<file path="config.mk">
export PLATFORM = sky130hd
export DESIGN_NAME = fiac_access_ctrl
export DESIGN_NICKNAME = d
export VERILOG_FILES = /design/src/rtl/fiac_cfg_mem.v /design/src/rtl/fiac_access_ctrl.v
export VERILOG_INCLUDE_DIRS = /design/src /design/src/rtl
export SDC_FILE = /design/constraint.sdc
export NUM_CORES = 1
export LEC_CHECK = 0
export BUFFER_PORTS_ARGS = -buffer_cell sky130_fd_sc_hd__buf_2
export CAP_MARGIN = 20
export CORE_MARGIN = 2
export CORE_UTILIZATION = 45
export DETAILED_ROUTE_END_ITERATION = 7
export PLACE_DENSITY = 0.63
export SYNTH_ARGS = -nofsm -noshare
export SYNTH_HDL_FRONTEND = slang
export SYNTH_SLANG_ARGS = --single-unit
</file>
<file path="constraint.sdc">
create_clock -name sys_clk_in -period 4.8 [get_ports sys_clk_in]
set_clock_uncertainty 0.15 [all_clocks]
set_input_delay 0.72 -clock sys_clk_in [delete_from_list [all_inputs] [get_ports sys_clk_in]]
set_output_delay 0.72 -clock sys_clk_in [all_outputs]
set_load 0.02 [all_outputs]
</file>
<file path="src/rtl/fiac_defines.vh">
// Register offsets, field positions, reset values and timing constants
`ifndef FIAC_DEFINES_VH
`define FIAC_DEFINES_VH

// -----------------------------------------------------------------
// Special register addresses
// -----------------------------------------------------------------
`define FIAC_CMD_ADDR        8'h97
`define FIAC_UNLOCK_ADDR     8'hc9
`define FIAC_MISC2_ADDR      8'hf7
`define FIAC_LOWCFG_ADDR     8'hf6
`define FIAC_CALIB_ADDR      8'hf5

// -----------------------------------------------------------------
// Unlock codes
// -----------------------------------------------------------------
`define FIAC_CODE_REGION     8'h65
`define FIAC_CODE_FLASH_WE   8'h47
`define FIAC_CODE_EE_WE      8'he2

// -----------------------------------------------------------------
// Field positions
// -----------------------------------------------------------------
`define FIAC_FWE_BIT         7
`define FIAC_TO_BIT          6
`define FIAC_EWE_BIT         5
`define FIAC_UNLOCK_BIT      0
`define FIAC_LOCK_BIT        1
`define FIAC_TSEL_HI         2
`define FIAC_TSEL_LO         1
`define FIAC_MISC2_RESET     8'h06

// -----------------------------------------------------------------
// Flash and EEPROM address map
// -----------------------------------------------------------------
`define FIAC_LOCK_END        16'h01ff
`define FIAC_ALL_END         16'h3eff
`define FIAC_FREE_END        16'h3ff7
`define FIAC_CFGW_END        16'h3ffe
`define FIAC_CFG_HIGH        16'h3fff
`define FIAC_CFG_LOW         16'h3ffd
`define FIAC_CFG_CALIB       16'h3ffb
`define FIAC_EE_BASE         16'hee00
`define FIAC_EE_END          16'heefe

// -----------------------------------------------------------------
// Timing (microseconds) and derived cycle counts at 40 MHz
// -----------------------------------------------------------------
`define FIAC_CLK_MHZ         40
`define FIAC_TO1_US          900
`define FIAC_TO2_US          3600
`define FIAC_TO3_US          7200
`define FIAC_WR_US           1000
`define FIAC_TO1_CYC         (`FIAC_TO1_US * `FIAC_CLK_MHZ)
`define FIAC_TO2_CYC         (`FIAC_TO2_US * `FIAC_CLK_MHZ)
`define FIAC_TO3_CYC         (`FIAC_TO3_US * `FIAC_CLK_MHZ)
`define FIAC_WR_CYC          (`FIAC_WR_US * `FIAC_CLK_MHZ)

`endif

</file>
<file path="src/rtl/fiac_cfg_mem.v">
// Config byte store for the top flash word, registered read data
`timescale 1ns/100ps
module fiac_cfg_mem #(
   parameter DEPTH = 8
) (
   input  wire       sys_clk_in,
   input  wire [2:0] wr_idx_in,
   input  wire       wr_en_in,
   input  wire [7:0] wr_data_in,
   input  wire [2:0] rd_idx_in,
   output reg  [7:0] rd_data_out
);
   reg [7:0] mem_r [0:DEPTH-1];

   always @(posedge sys_clk_in) begin
      if (wr_en_in) begin
         mem_r[wr_idx_in] <= wr_data_in;
      end
      rd_data_out <= mem_r[rd_idx_in];
   end
endmodule // fiac_cfg_mem

</file>
<file path="src/rtl/fiac_access_ctrl.v">
// In-application flash and EEPROM access control
`timescale 1ns/100ps
`include "fiac_defines.vh"

// Contract
// - Flash byte write only performed while flash write enable is 1.
// - C9h gets 47h sets flash enable, E2h EEPROM enable, else clears.
// - 97h gets 65h sets region unlock, any other value clears it.
// - Bit 0 of 97h reads region unlock; it gates data-move access.
// - 0000h-01FFh: lock refuses all; else code ok, moves need unlock.
// - 0200h-3EFFh: code reads allowed; moves need region unlock.
// - 3F00h-3FF7h: code reads and moves always allowed.
// - 3FF8h-3FFEh moves need unlock; 3FFFh never by moves.
// - Lock bit is bit 1 of the high config byte at 3FFFh.
// - After reset copy low config to F6h, calibration to F5h.
// - Single byte write needs no page erase.
// - Stall CPU up to about 1 ms during a byte write.
// - Reads in 0000h-3FFEh return with no wait cycles.
// - Time-out flag C9h.6 set on time-out, cleared when C9h gets a value other than 47h or E2h.
// - Select 00 off, 01/10/11 give 0.9/3.6/7.2 ms watchdog.
// - After reset, with unlock clear, 248 bytes are writable.
// - Bit 7 of C9h reads the flash write enable flag.
// - EEPROM writes at even EE00h-EEFEh share the watchdog.
module fiac_access_ctrl #(
   parameter        WR_CYCLES = `FIAC_WR_CYC,
   parameter        TO1_CYC   = `FIAC_TO1_CYC,
   parameter        TO2_CYC   = `FIAC_TO2_CYC,
   parameter        TO3_CYC   = `FIAC_TO3_CYC
) (
   input  wire        sys_clk_in,
   input  wire        rst_in,
   input  wire [7:0]  sfr_addr_in,
   input  wire        sfr_wr_in,
   input  wire        sfr_rd_in,
   input  wire [7:0]  sfr_wdata_in,
   output reg  [7:0]  sfr_rdata_out,
   input  wire [15:0] mem_addr_in,
   input  wire        code_rd_in,
   input  wire        move_rd_in,
   input  wire        move_wr_in,
   input  wire [7:0]  move_wdata_in,
   output reg  [7:0]  mem_rdata_out,
   output reg         mem_refused_out,
   output wire        cpu_wait_out,
   output wire [15:0] nvm_addr_out,
   output wire [7:0]  nvm_wdata_out,
   input  wire [7:0]  nvm_rdata_in,
   output wire        flash_prog_out,
   output wire        ee_prog_out,
   input  wire        nvm_done_in,
   output wire        nvm_abort_out,
   output wire [7:0]  low_config_out,
   output wire [7:0]  calibration_out,
   output wire [7:0]  misc_control_two_out
);

   // ------------------------------------------------------------
   // States
   // ------------------------------------------------------------
   localparam [2:0] ST_LOAD_HI = 3'd0;
   localparam [2:0] ST_LOAD_LO = 3'd1;
   localparam [2:0] ST_LOAD_CB = 3'd2;
   localparam [2:0] ST_IDLE    = 3'd3;
   localparam [2:0] ST_WRITE   = 3'd4;

   reg  [2:0]  state_r;
   reg  [2:0]  state_nxt;
   reg         flash_we_r;
   reg         ee_we_r;
   reg         timeout_r;
   reg         region_unlock_r;
   reg         lock_r;
   reg  [7:0]  low_cfg_r;
   reg  [7:0]  calib_r;
   reg  [7:0]  misc2_r;
   reg  [22:0] wdog_r;
   reg  [22:0] wr_cnt_r;
   reg  [15:0] wr_addr_r;
   reg  [7:0]  wr_data_r;
   reg         wr_is_ee_r;
   reg  [1:0]  load_wait_r;
   reg  [22:0] wdog_limit;

   wire [1:0]  tsel = misc2_r[`FIAC_TSEL_HI:`FIAC_TSEL_LO];
   wire        cfg_wr;
   wire [2:0]  cfg_rd_idx;
   wire [7:0]  cfg_rdata;

   // ------------------------------------------------------------
   // Region decode
   // ------------------------------------------------------------
   wire in_lock  = mem_addr_in <= `FIAC_LOCK_END;
   wire in_all   = !in_lock && mem_addr_in <= `FIAC_ALL_END;
   wire in_free  = mem_addr_in > `FIAC_ALL_END &&
                   mem_addr_in <= `FIAC_FREE_END;
   wire in_cfgw  = mem_addr_in > `FIAC_FREE_END &&
                   mem_addr_in <= `FIAC_CFGW_END;
   wire in_top   = mem_addr_in == `FIAC_CFG_HIGH;
   wire in_ee    = mem_addr_in >= `FIAC_EE_BASE &&
                   mem_addr_in <= `FIAC_EE_END && !mem_addr_in[0];
   wire in_flash = in_lock || in_all || in_free || in_cfgw || in_top;

   wire code_ok  = in_flash && !(in_lock && lock_r);
   wire move_ok  = (in_lock && !lock_r && region_unlock_r) ||
                   ((in_all || in_cfgw) && region_unlock_r) ||
                   in_free;

   wire idle     = state_r == ST_IDLE;
   wire wr_go    = idle && move_wr_in &&
                   ((move_ok && flash_we_r) || (in_ee && ee_we_r));

   // ------------------------------------------------------------
   // Watchdog limit select
   // ------------------------------------------------------------
   // Time-out select
   always @* begin
      case (tsel)
         2'b01:   wdog_limit = TO1_CYC[22:0];
         2'b10:   wdog_limit = TO2_CYC[22:0];
         2'b11:   wdog_limit = TO3_CYC[22:0];
         default: wdog_limit = 23'h7fffff;
      endcase
   end

   wire wdog_hit = state_r == ST_WRITE && tsel != 2'b00 &&
                   wdog_r >= wdog_limit - 23'h000001;
   // A write ends on array done or at the nominal time, whichever comes first
   wire wr_end   = nvm_done_in || wr_cnt_r >= WR_CYCLES[22:0];

   // ------------------------------------------------------------
   // State machine
   // ------------------------------------------------------------
   always @* begin
      case (state_r)
         ST_LOAD_HI: state_nxt = load_wait_r == 2'd2 ? ST_LOAD_LO : ST_LOAD_HI;
         ST_LOAD_LO: state_nxt = load_wait_r == 2'd2 ? ST_LOAD_CB : ST_LOAD_LO;
         ST_LOAD_CB: state_nxt = load_wait_r == 2'd2 ? ST_IDLE : ST_LOAD_CB;
         ST_IDLE:    state_nxt = wr_go ? ST_WRITE : ST_IDLE;
         ST_WRITE:   state_nxt = (wr_end || wdog_hit) ? ST_IDLE : ST_WRITE;
         default:    state_nxt = ST_IDLE;
      endcase
   end

   // Config bytes come from a small store; reads take one cycle
   assign cfg_rd_idx = state_r == ST_LOAD_HI ? 3'd7 :
                       state_r == ST_LOAD_LO ? 3'd5 : 3'd3;
   assign cfg_wr     = wr_go && !in_ee && mem_addr_in[15:3] == 13'h07ff;

   fiac_cfg_mem #(
      .DEPTH (8)
   ) fiac_cfg_mem_i (
      .sys_clk_in  (sys_clk_in),
      .wr_idx_in   (mem_addr_in[2:0]),
      .wr_en_in    (cfg_wr),
      .wr_data_in  (move_wdata_in),
      .rd_idx_in   (cfg_rd_idx),
      .rd_data_out (cfg_rdata)
   );

   // ------------------------------------------------------------
   // Control registers
   // ------------------------------------------------------------
   wire unlock_wr = sfr_wr_in && sfr_addr_in == `FIAC_UNLOCK_ADDR;
   wire cmd_wr    = sfr_wr_in && sfr_addr_in == `FIAC_CMD_ADDR;

   always @(posedge sys_clk_in) begin
      if (rst_in) begin
         state_r         <= ST_LOAD_HI;
         flash_we_r      <= 1'b0;
         ee_we_r         <= 1'b0;
         timeout_r       <= 1'b0;
         region_unlock_r <= 1'b0;
         lock_r          <= 1'b1;
         low_cfg_r       <= 8'h00;
         calib_r         <= 8'h00;
         misc2_r         <= `FIAC_MISC2_RESET;
         wdog_r          <= 23'h000000;
         wr_cnt_r        <= 23'h000000;
         wr_addr_r       <= 16'h0000;
         wr_data_r       <= 8'h00;
         wr_is_ee_r      <= 1'b0;
         load_wait_r     <= 2'd0;
      end else begin
         state_r     <= state_nxt;
         load_wait_r <= (state_nxt != state_r) ? 2'd0 :
                        (load_wait_r == 2'd2 ? 2'd2 : load_wait_r + 2'd1);
         if (state_r == ST_LOAD_HI && load_wait_r == 2'd2) begin
            lock_r <= cfg_rdata[`FIAC_LOCK_BIT];
         end
         if (state_r == ST_LOAD_LO && load_wait_r == 2'd2) begin
            low_cfg_r <= cfg_rdata;
         end else if (sfr_wr_in && sfr_addr_in == `FIAC_LOWCFG_ADDR) begin
            low_cfg_r <= sfr_wdata_in;
         end
         if (state_r == ST_LOAD_CB && load_wait_r == 2'd2) begin
            calib_r <= cfg_rdata;
         end else if (sfr_wr_in && sfr_addr_in == `FIAC_CALIB_ADDR) begin
            calib_r <= sfr_wdata_in;
         end
         if (sfr_wr_in && sfr_addr_in == `FIAC_MISC2_ADDR) begin
            misc2_r <= sfr_wdata_in;
         end
         if (unlock_wr) begin
            flash_we_r <= sfr_wdata_in == `FIAC_CODE_FLASH_WE;
            ee_we_r    <= sfr_wdata_in == `FIAC_CODE_EE_WE;
         end
         if (cmd_wr) begin
            region_unlock_r <= sfr_wdata_in == `FIAC_CODE_REGION;
         end
         if (wdog_hit) begin
            timeout_r <= 1'b1;
         end else if (unlock_wr && sfr_wdata_in != `FIAC_CODE_FLASH_WE &&
                      sfr_wdata_in != `FIAC_CODE_EE_WE) begin
            timeout_r <= 1'b0;
         end
         if (wr_go) begin
            wr_addr_r  <= mem_addr_in;
            wr_data_r  <= move_wdata_in;
            wr_is_ee_r <= in_ee;
         end
         if (state_r == ST_WRITE) begin
            wdog_r   <= wdog_r + 23'h000001;
            wr_cnt_r <= wr_cnt_r + 23'h000001;
         end else begin
            wdog_r   <= 23'h000000;
            wr_cnt_r <= 23'h000000;
         end
      end
   end

   // ------------------------------------------------------------
   // Memory path
   // ------------------------------------------------------------
   // CPU held during write and during the config loads after reset
   assign cpu_wait_out   = state_r == ST_WRITE ||
                           (state_r < ST_IDLE);
   assign nvm_addr_out   = state_r == ST_WRITE ? wr_addr_r : mem_addr_in;
   assign nvm_wdata_out  = wr_data_r;
   assign flash_prog_out = state_r == ST_WRITE && !wr_is_ee_r;
   assign ee_prog_out    = state_r == ST_WRITE && wr_is_ee_r;
   assign nvm_abort_out  = wdog_hit;

   always @(posedge sys_clk_in) begin
      if (rst_in) begin
         mem_rdata_out   <= 8'h00;
         mem_refused_out <= 1'b0;
      end else begin
         mem_refused_out <= (code_rd_in && !code_ok) ||
                            (move_rd_in && !(move_ok || in_ee)) ||
                            (move_wr_in && idle && !wr_go);
         if (code_rd_in && code_ok) begin
            mem_rdata_out <= nvm_rdata_in;
         end else if (move_rd_in && (move_ok || in_ee)) begin
            mem_rdata_out <= nvm_rdata_in;
         end else if (code_rd_in || move_rd_in) begin
            mem_rdata_out <= 8'h00;
         end
      end
   end

   // ------------------------------------------------------------
   // Register read
   // ------------------------------------------------------------
   always @(posedge sys_clk_in) begin
      if (rst_in) begin
         sfr_rdata_out <= 8'h00;
      end else if (sfr_rd_in) begin
         case (sfr_addr_in)
            `FIAC_CMD_ADDR:    sfr_rdata_out <= {7'h00, region_unlock_r};
            `FIAC_UNLOCK_ADDR: sfr_rdata_out <= {flash_we_r, timeout_r,
                                                 ee_we_r, 5'h00};
            `FIAC_MISC2_ADDR:  sfr_rdata_out <= misc2_r;
            `FIAC_LOWCFG_ADDR: sfr_rdata_out <= low_cfg_r;
            `FIAC_CALIB_ADDR:  sfr_rdata_out <= calib_r;
            default:           sfr_rdata_out <= 8'h00;
         endcase
      end
   end

   assign low_config_out       = low_cfg_r;
   assign calibration_out      = calib_r;
   assign misc_control_two_out = misc2_r;

endmodule // fiac_access_ctrl

</file>
## Word level (Yosys, flattened, before mapping)

Memories as Yosys holds them, arrays and structs flattened. A register that Yosys moved wholly into a read port is not among the register bits.
Index checks and enable logic that the tools add are counted.

| cells by class | value |
|---|---|
| add/sub/neg operators | 4 |
| $lt $le $gt $ge | 11 |
| equal/unequal tests | 21 |
| muxes and demuxes | 23 |
| bitwise logic cells | 1 |
| reductions and logical operators | 68 |

Operators with widths:

| operator | number |
|---|---|
| $pmux W23 S3 | 1 |
| $mux W8 | 7 |
| $eq A8 B8 Y1 const B | 6 |
| $le A16 B14 Y1 const B | 3 |
| $add A23 B1 Y23 const B | 2 |
| $pmux W8 S5 | 1 |
| $logic_and A1 B1 Y1 | 35 |
| $gt A16 B14 Y1 const B | 2 |
| $ge A23 B16 Y1 const B | 1 |
| $ge A23 B23 Y1 | 1 |
| $sub A23 B1 Y23 const B | 1 |
| $eq A16 B14 Y1 const B | 1 |
| $eq A8 B7 Y1 const B | 2 |
| $ge A16 B16 Y1 const B | 1 |
| $le A16 B16 Y1 const B | 1 |
| $le A16 B9 Y1 const B | 1 |
| $mux W16 | 1 |
| $logic_or A1 B1 Y1 | 15 |
| $pmux W3 S5 | 1 |
| $eq A13 B11 Y1 const B | 1 |
| $mux W3 | 4 |
| $logic_not A1 Y1 | 9 |
| $ne A8 B7 Y1 const B | 1 |
| $ne A8 B8 Y1 const B | 1 |
| 16 further kinds | 29 |

| storage, ports and cells | value |
|---|---|
| bits in registers | 122 |
| bits in writable memories | 64 |
| input bits | 56 |
| output and inout bits | 69 |
| logic and storage cells | 148 |
| memories kept | 1 |

Memory list:

| name | depth | bits a word | rd ports | clocked after memory_dff | wr ports | RTL line | RTL |
|---|---|---|---|---|---|---|---|
| fiac_cfg_mem_i.mem_r | 8 | 8 | 1 | 1 | 1 | fiac_cfg_mem.v:13 | `reg [7:0] mem_r [0:DEPTH-1];` |

## Depth between registers and ports, before layout

Gate-level depths: netlist of run 1.

| logic depth | value |
|---|---|
| depth in word-level cells | 14 |
| mapped depth | 13 |
| mapped depth without buffers | 13 |

## Cells and area by module

A second synthesis of run 1 with hierarchy kept.

| unflattened totals | value |
|---|---|
| cell total of the unflattened synthesis | 798 |
| area, all modules | 8,901.0 um2 |

Modules (own cells, without submodules):

| module | instances | cells an instance | area an instance (um2) | sequential area each (um2) |
|---|---|---|---|---|
| fiac_access_ctrl | 1 | 684 | 6,209.7 | 2,442.3 |
| fiac_cfg_mem | 1 | 114 | 2,691.3 | 2,082.0 |

## Least setup slack after synthesis of run 1

No wires, ideal clock.

| timing | value |
|---|---|
| path type | reg2out |
| start point | reg misc2_r[2], in the netlist misc_control_two_out[2] |
| end point | out nvm_abort_out |
| arrival time | 3.401 ns |
| data required time | 3.930 ns |
| path slack | 0.529 ns |
| cell stages (with the launch flop) | 14 |
| buffers on the path | 0 |
| cell sequence | dfxtp_1 > inv_1 > ha_1 > nand2_1 > a2111oi_0 > mux2i_1 > o22a_1 > ha_1 > nand4_1 > nor4_1 > nand2_1 > a2111oi_0 > nor2_1 > inv_1 |

| on the way | value |
|---|---|
| longest elaborated chain between the ends | 5 |
| elaborated cells between the ends (all ways) | 9 |
| those cells by class | add/sub (1); order compare (1); eq/ne (3); mux (1); reduce/logical (3) |

RTL lines:

| item | RTL line | RTL |
|---|---|---|
| start: declaration | fiac_access_ctrl.v:75 | `reg [7:0] misc2_r;` |
| start signal: assignment | fiac_access_ctrl.v:176 | `` misc2_r <= `FIAC_MISC2_RESET; `` |
| start signal: assignment | fiac_access_ctrl.v:201 | `misc2_r <= sfr_wdata_in;` |
| $eq A2 B2 Y1 or $eq A2 B1 Y1 (tied branches) | fiac_access_ctrl.v:117 | `case (tsel)` |
| $pmux W23 S3 | fiac_access_ctrl.v:117 |  |
| $sub A23 B1 Y23 | fiac_access_ctrl.v:126 | `wdog_r >= wdog_limit - 23'h000001;` |
| $ge A23 B23 Y1 | fiac_access_ctrl.v:126 |  |
| $logic_and A1 B1 Y1 (*) | fiac_access_ctrl.v:125 | `wire wdog_hit = state_r == ST_WRITE && tsel != 2'b00 &&` |
| end: declaration | fiac_access_ctrl.v:51 | `output wire nvm_abort_out,` |

Mark *: on every way between the ends. The rest lies on a longest branch, timed or not.

## Worst setup path in the final report of run 1

| timing | value |
|---|---|
| start point | reg misc2_r[1], in the netlist misc_control_two_out[1] |
| end point | out nvm_abort_out |

The elaborated chain is that of the path after synthesis.

==> impl_metrics.ini, run 1 <==
[outcome]
outcome = finished, final reports clean

[sta]
final_max_slew_viol_count = 0
period_minus_slack_ns = 4.61
layout_setup_ws_ns = 0.192
slew_headroom_pct = 33.7
period_share_pct = 96.0
fmax_mhz = 217
setup_viol = 0
worst_slew_pin_slew_ns = 0.993
hold_viol = 0

[critical_path]
start_kind = flip-flop
cpPeakStageDelay_ns = 0.44
critPathArrivalTime_ns = 3.74
cp-end-kind = output port
crit-reg2reg-launch = misc_control_two_out[1]
required_ns = 3.93
crit_type = reg2out
crit_chain = inv_1 > ha_4 > nand2_1 > a2111oi_1 > mux2i_1 > o22a_1 > ha_1 > nand4_1 > nor4_2 > nand2_1 > a2111oi_4 > nor2_2 > inv_1 > buf_2
cp-startpoint = misc_control_two_out[1]
slowest_stage = a2111oi_1
path_buf_inv = 3
crit_path_max_fanout = 8
cp_top_family = compound AO/OA/AOI/OAI gates

[place]
dp_hpwl_um = 12100
place_area_um2 = 8070
post-place-ws_ns = 0.123
io_buffer_count = 124
place_congestion = 0.854
place_inst = 1083

[clocking]
cts_sinks = 154
cts_hold_buf = 0
root_buffer = clkbuf_16
cts.path.max_buffers = 2
cts_made_buffers = 17
htree_levels = 4
cts.clk_slew.worst_paths_ns = 0.07
cts_tree = built
clock_latency_ns = 0.42

[yosys]
synthFlopType = dfxtp_1
synth_largest_area_cell = dfxtp_1
yosys_warnings = 0
yosysUniqueCellTypes = 61
synth-seq-cells = 154
syn-cell-area_um2 = 7260
synth_top_area_share_pct = 35.8
yosys-top-cells-area = dfxtp_1 36%, edfxtp_1 9.9%, mux2i_1 8.7%, nor2_1 7.3%, ha_1 5.3%
yosysMostFrequentCell = nor2_1
syn_avg_cell_area_um2 = 9.55
synth-edff-count = 24
syn_inst = 760
ys_seq_area_share_pct = 45.8
async_flop_share_pct = 0
synth_common_cells = 142 x nor2_1, 130 x dfxtp_1, 63 x mux2i_1, 47 x nand2_1, 31 x ha_1

[finish]
finalNonFillerCells = 1116
syn_to_final_growth_pct = 19.9
design_area_um2 = 8710
layout-drive-gt1-share_pct = 21.1
fin_util_pct = 55.0
layout.nets = 974
n_antenna_cell = 0

[global_routing]
grt_antenna_before_repair = 0
grt_pass1_wl_um = 26700
grt_overflow_total = 0
grt_pass1_vias = 5365
track_usage_pct = 19.9
grt_start_max_net_pins = 46

[routing]
wl_um = 16500
drt_iter0_markers = 304
via_count = 5676
drc = 0
drt_pass1_iterations = 4
via_per_inst = 5.09
wire_per_inst_um = 14.8
ant_nets = 0

[floorplan]
die-area_um2 = 17200
die_w_um = 131
die_h_um = 131
start_util_pct = 45.9
coreArea_um2 = 15800
io_pins = 125
rows = 46

[run]
max_cap_violations = 0

[min_path]
min-delay-start = fiac_cfg_mem_i.mem_r[3][4]
hold_path_class = reg2reg

[power_and_ir_drop]
p_leak_nw = 3.61
vdd_drop_max_mv = 0.242
cellPowerDensity_nw_per_um2 = 337
==> placed cells by master, fill, tap and decap left out, types with 12 or more instances in the layout <==
master       n
nor2_1     141
dfxtp_1    129
buf_2      124
mux2i_1     63
nand2_1     47
ha_1        30
a21oi_1     28
xor2_1      28
nand3_1     27
edfxtp_1    24
o21ai_0     19
a211oi_1    18
clkbuf_16   17
nand4_1     16
inv_1       16
mux2_2      16
xnor2_1     13
and3_1      12
==> sequential cells by signal, summed over array words and instances (netlist names), 2 cells and up <==
| register | count |
|---|---|
| wr_addr_r | 16 |
| calibration_out | 8 |
| load_wait_r | 2 |
| misc_control_two_out | 8 |
| fiac_cfg_mem_i.mem_r | 24 |
| nvm_wdata_out | 8 |
| wr_cnt_r | 23 |
| fiac_cfg_mem_i.rd_data_out | 8 |
| wdog_r | 23 |
| state_r | 3 |
| sfr_rdata_out | 8 |
| mem_rdata_out | 8 |
| low_config_out | 8 |
==> cell families (layout without fill, tap and decap cells) <==
group | Yosys count | in the layout | synth area share [%]
AND/OR/NAND/NOR | 301 | 301 | 19.6
flip-flops | 154 | 154 | 45.8
AO/OA/AOI/OAI | 107 | 107 | 10.2
multiplexers | 79 | 79 | 11.2
buffers and inverters | 46 | 179 | 2.95
XOR/XNOR | 41 | 41 | 4.95
adder cells (fa/ha/maj) | 31 | 31 | 5.34
other | 1 | 8 | 0.0517
==> through the flow <==
| stage | hold slack (ns) | setup TNS, ns | total power [mW] |
|---|---|---|---|
| detailed placement | 0.282 | 0 | 1.65 |
| CTS | 0.296 | 0 | 2.97 |
| floorplan | 0.268 | 0 | 1.56 |
| finish | 0.289 | 0 | 2.94 |
| global route | 0.307 | -0.0711 | 3.05 |
| global placement | 0.272 | 0 | 1.65 |
==> where the power goes <==
| group | leakage, nW | total (mW) | switching (mW) | internal [mW] |
|---|---|---|---|---|
| Combinational | 2.06 | 0.223 | 0.127 | 0.0963 |
| Sequential | 1.27 | 1.40 | 0.0448 | 1.35 |
| Clock | 0.278 | 1.31 | 0.543 | 0.770 |
| Total | 3.61 | 2.94 | 0.715 | 2.22 |
==> metal layers <==
metal	routed length (um)	GRT usage, %	part of all wire, %
met5	0	0	0
met4	232	7.32	1.4
met3	577	4.32	3.5
met2	7850	32.0	48
met1	7850	26.3	48
==> area by class of cell <==
class                   instances  area, um2
inverters                      16       60.1
flip-flops and latches        154       3330
clock inverters                13        146
clock buffers                  19        433
well taps                     216        270
fillers                      1499       7120
repair buffers                131        673
multi-input cells             567       3800
==> what timing repair did <==
| action | in CTS | in global routing |
|---|---|---|
| cloned | 0 | 0 |
| endpoints found under the setup margin | 1 | 1 |
| setup buffers | 0 | 1 |
| resized for setup | 4 | 6 |
| pin swaps | 0 | 3 |
==> worst register-to-register path, cell delays in order, from the launching register on <==
cell	delay (ns)
dfxtp_4	0.38
inv_1	0.11
ha_4	0.30
nand2_1	0.05
a2111oi_1	0.44
mux2i_1	0.16
o22a_1	0.21
ha_1	0.30
nand4_1	0.16
nor4_2	0.25
nand2_1	0.15
a2111oi_4	0.41
buf_4	0.18
o31a_1	0.15
nor2_1	0.05
==> final timing paths <==
check,endpoint,slack [ns],depth (start not counted)
max,nvm_abort_out,0.19,14
min,fiac_cfg_mem_i.rd_data_out[4],0.29,2
max reg2reg,load_wait_r[0],1.25,14
min reg2reg,fiac_cfg_mem_i.rd_data_out[4],0.29,2
No activity file was read; power rests on OpenSTA's default activity.
==> run 2, diff against run 1 <==
- ABC_AREA: not set -> 1
- SKIP_LAST_GASP: not set -> 1
==> run 2 against run 1 <==
- clock power is 7% higher
- sequential power hardly changed
- combinational power is 62% higher
- highest routed layer unchanged
- worst hold slack better by 0.0075 ns
- utilization is 0.41 points lower
- design area is 3.2% higher
- clock-buffer cell count is 1 higher
- critical path type unchanged
- flip-flop and latch count stayed put
- maximum frequency is 14% higher
- first-iteration DRC count is 43% higher
==> impl_metrics.ini, run 2 <==
[finish]
syn_to_final_growth_pct = 19.5
reg_top3 = fiac_cfg_mem_i.mem_r (24), wdog_r (23), wr_cnt_r (23)
layout-drive-gt1-share_pct = 17.2
n_antenna_cell = 0
largest_reg_flops = 24
layout_commonest_cell = nand2_1
layout.nets = 1241
finalNonFillerCells = 1386
regMostFlops = fiac_cfg_mem_i.mem_r
final_cell_mix = 231 x nand2_1, 130 x dfxtp_1, 124 x inv_1, 124 x buf_2, 118 x nor2_1

[clocking]
root_buffer = clkbuf_16
cts.clk_slew.worst_paths_ns = 0.06
cts_hold_buf = 0
cts_sinks = 154
cts_tree = built
cts_made_buffers = 17
cts.path.max_buffers = 2
cts_resized = 0
htree_levels = 4
clock_latency_ns = 0.42
cts_setup_buffers = 0

[floorplan]
io_pins = 125
rows = 47
start_util_pct = 45.7
die_h_um = 133
die-area_um2 = 17800
die_w_um = 133
coreArea_um2 = 16500

[power_and_ir_drop]
switching_share_pct = 25.9
p_int_mw = 2.36
vdd_drop_max_mv = 0.305
pwr-share-clk_pct = 44.0
cellPowerDensity_nw_per_um2 = 355
switching_power_uw = 827
p_leak_nw = 3.83
seq_power_share_pct = 44.7
combPwrFrac_pct = 11.3

[yosys]
yosysUniqueCellTypes = 45
synthFlopType = dfxtp_1
synth-seq-cells = 154
ys_seq_area_share_pct = 44.2
yosysMostFrequentCell = nand2_1
yosys_warnings = 0
async_flop_share_pct = 0
synth_top_area_share_pct = 34.6
syn-cell-area_um2 = 7520
syn_avg_cell_area_um2 = 7.35
synth-edff-count = 24
synth_largest_area_cell = dfxtp_1
syn_inst = 1023
yosys-top-cells-area = dfxtp_1 35%, nand2_1 12%, edfxtp_1 9.6%, o21ai_0 6.5%, inv_1 6.2%
synth_common_cells = 231 x nand2_1, 130 x dfxtp_1, 124 x inv_1, 119 x nor2_1, 97 x o21ai_0

[sta]
hold_ws_ns = 0.297
worst_slew_pin_slew_ns = 0.778
final_max_slew_viol_count = 0
hold_viol = 0
period_minus_slack_ns = 4.05
layout_setup_ws_ns = 0.752
grt_setup_unrepaired = no
setup_viol = 0
slew_headroom_pct = 48.1
fmax_mhz = 247
finalSetupTns_ns = 0
period_share_pct = 84.3

[routing]
drt_pass1_iterations = 5
via_per_inst = 4.93
ant_nets = 0
drc = 0
drt_iter0_markers = 434
wl_um = 18400
wire_per_inst_um = 13.3
via_count = 6837

[place]
place_inst = 1355
io_buffer_count = 124
post-place-ws_ns = 1.20
dp_hpwl_um = 13400
place_congestion = 0.867

[critical_path]
start_kind = flip-flop
cp-end-kind = output port
r2r_setup_slack_ns = 1.43
crit_type = reg2out
critPathArrivalTime_ns = 3.18
required_ns = 3.93
crit_path_max_fanout = 9

[global_routing]
grt_antenna_before_repair = 0
grt_overflow_total = 0
grt_pass1_wl_um = 30000
grt_start_max_net_pins = 37
grt_pass1_vias = 6166
track_usage_pct = 21.0

[outcome]
outcome = finished, final reports clean

[run]
max_cap_violations = 0

[min_path]
hold_path_class = reg2reg
==> run 2: area by class of cell <==
class | count | area [um2]
clock buffers | 20 | 437
repair buffers | 130 | 666
flip-flops and latches | 154 | 3320
inverters | 132 | 495
multi-input cells | 719 | 3620
fillers | 1628 | 7480
well taps | 220 | 275
clock inverters | 11 | 168
==> run 2: critical path, cell delays in order (launching register included) <==
cell     delay [ns]
dfxtp_1        0.50
inv_1          0.17
ha_1           0.28
nor2_1         0.17
nand3_1        0.13
nand3_1        0.09
nand4_1        0.07
nand2_1        0.07
nand2_1        0.06
xnor2_1        0.14
ha_1           0.30
nand2_1        0.07
nor2_1         0.11
nand2_1        0.08
nor2_1         0.08
nand2_1        0.05
nand4_1        0.08
nand2_1        0.09
inv_1          0.07
buf_2          0.15
==> run 2: metal layers <==
metal / GRT usage [%] / wire (um)
met1: 30.0 / 9270
met4: 6.15 / 208
met5: 0 / 0
met3: 4.30 / 828
met2: 32.1 / 8130
==> run 2: final timing paths <==
check / start / end / cells after the start
worst min-delay path: wdog_r[0] / wdog_r[0] / 1
worst max register to register: misc_control_two_out[2] / load_wait_r[1] / 23
worst max-delay path: misc_control_two_out[2] / nvm_abort_out / 19
worst min register to register: wdog_r[0] / wdog_r[0] / 1
==> run 2: cells by family (layout without fill, tap and decap cells) <==
family	count (synthesis)	count (layout)	share of synthesized area, %
and+or+nand+nor	462	462	26.8
AOI/OAI and AO/OA	211	211	15.0
buffers and inverters	157	293	7.99
DFF	154	154	44.2
adders and majority gates	31	31	5.16
xor gates and xnor gates	7	7	0.815
other	1	8	0.0499
==> run 2: power by group through the flow <==
stage / sequential (mW) / clock [mW] / combinational, mW
global route: 1.43 / 1.48 / 0.414
floorplan: 1.45 / 0 / 0.224
detailed placement: 1.45 / 0 / 0.361
finish: 1.43 / 1.40 / 0.362
CTS: 1.43 / 1.43 / 0.363
global placement: 1.45 / 0 / 0.360
==> run 2: through the flow <==
step | total power [mW] | utilization, % | instance area, um2
finish | 3.19 | 54.6 | 8990
floorplan | 1.67 | - | 7550
global placement | 1.81 | 50.9 | 8380
global route | 3.33 | 54.6 | 8990
detailed placement | 1.82 | 50.9 | 8380
CTS | 3.22 | 54.6 | 8990
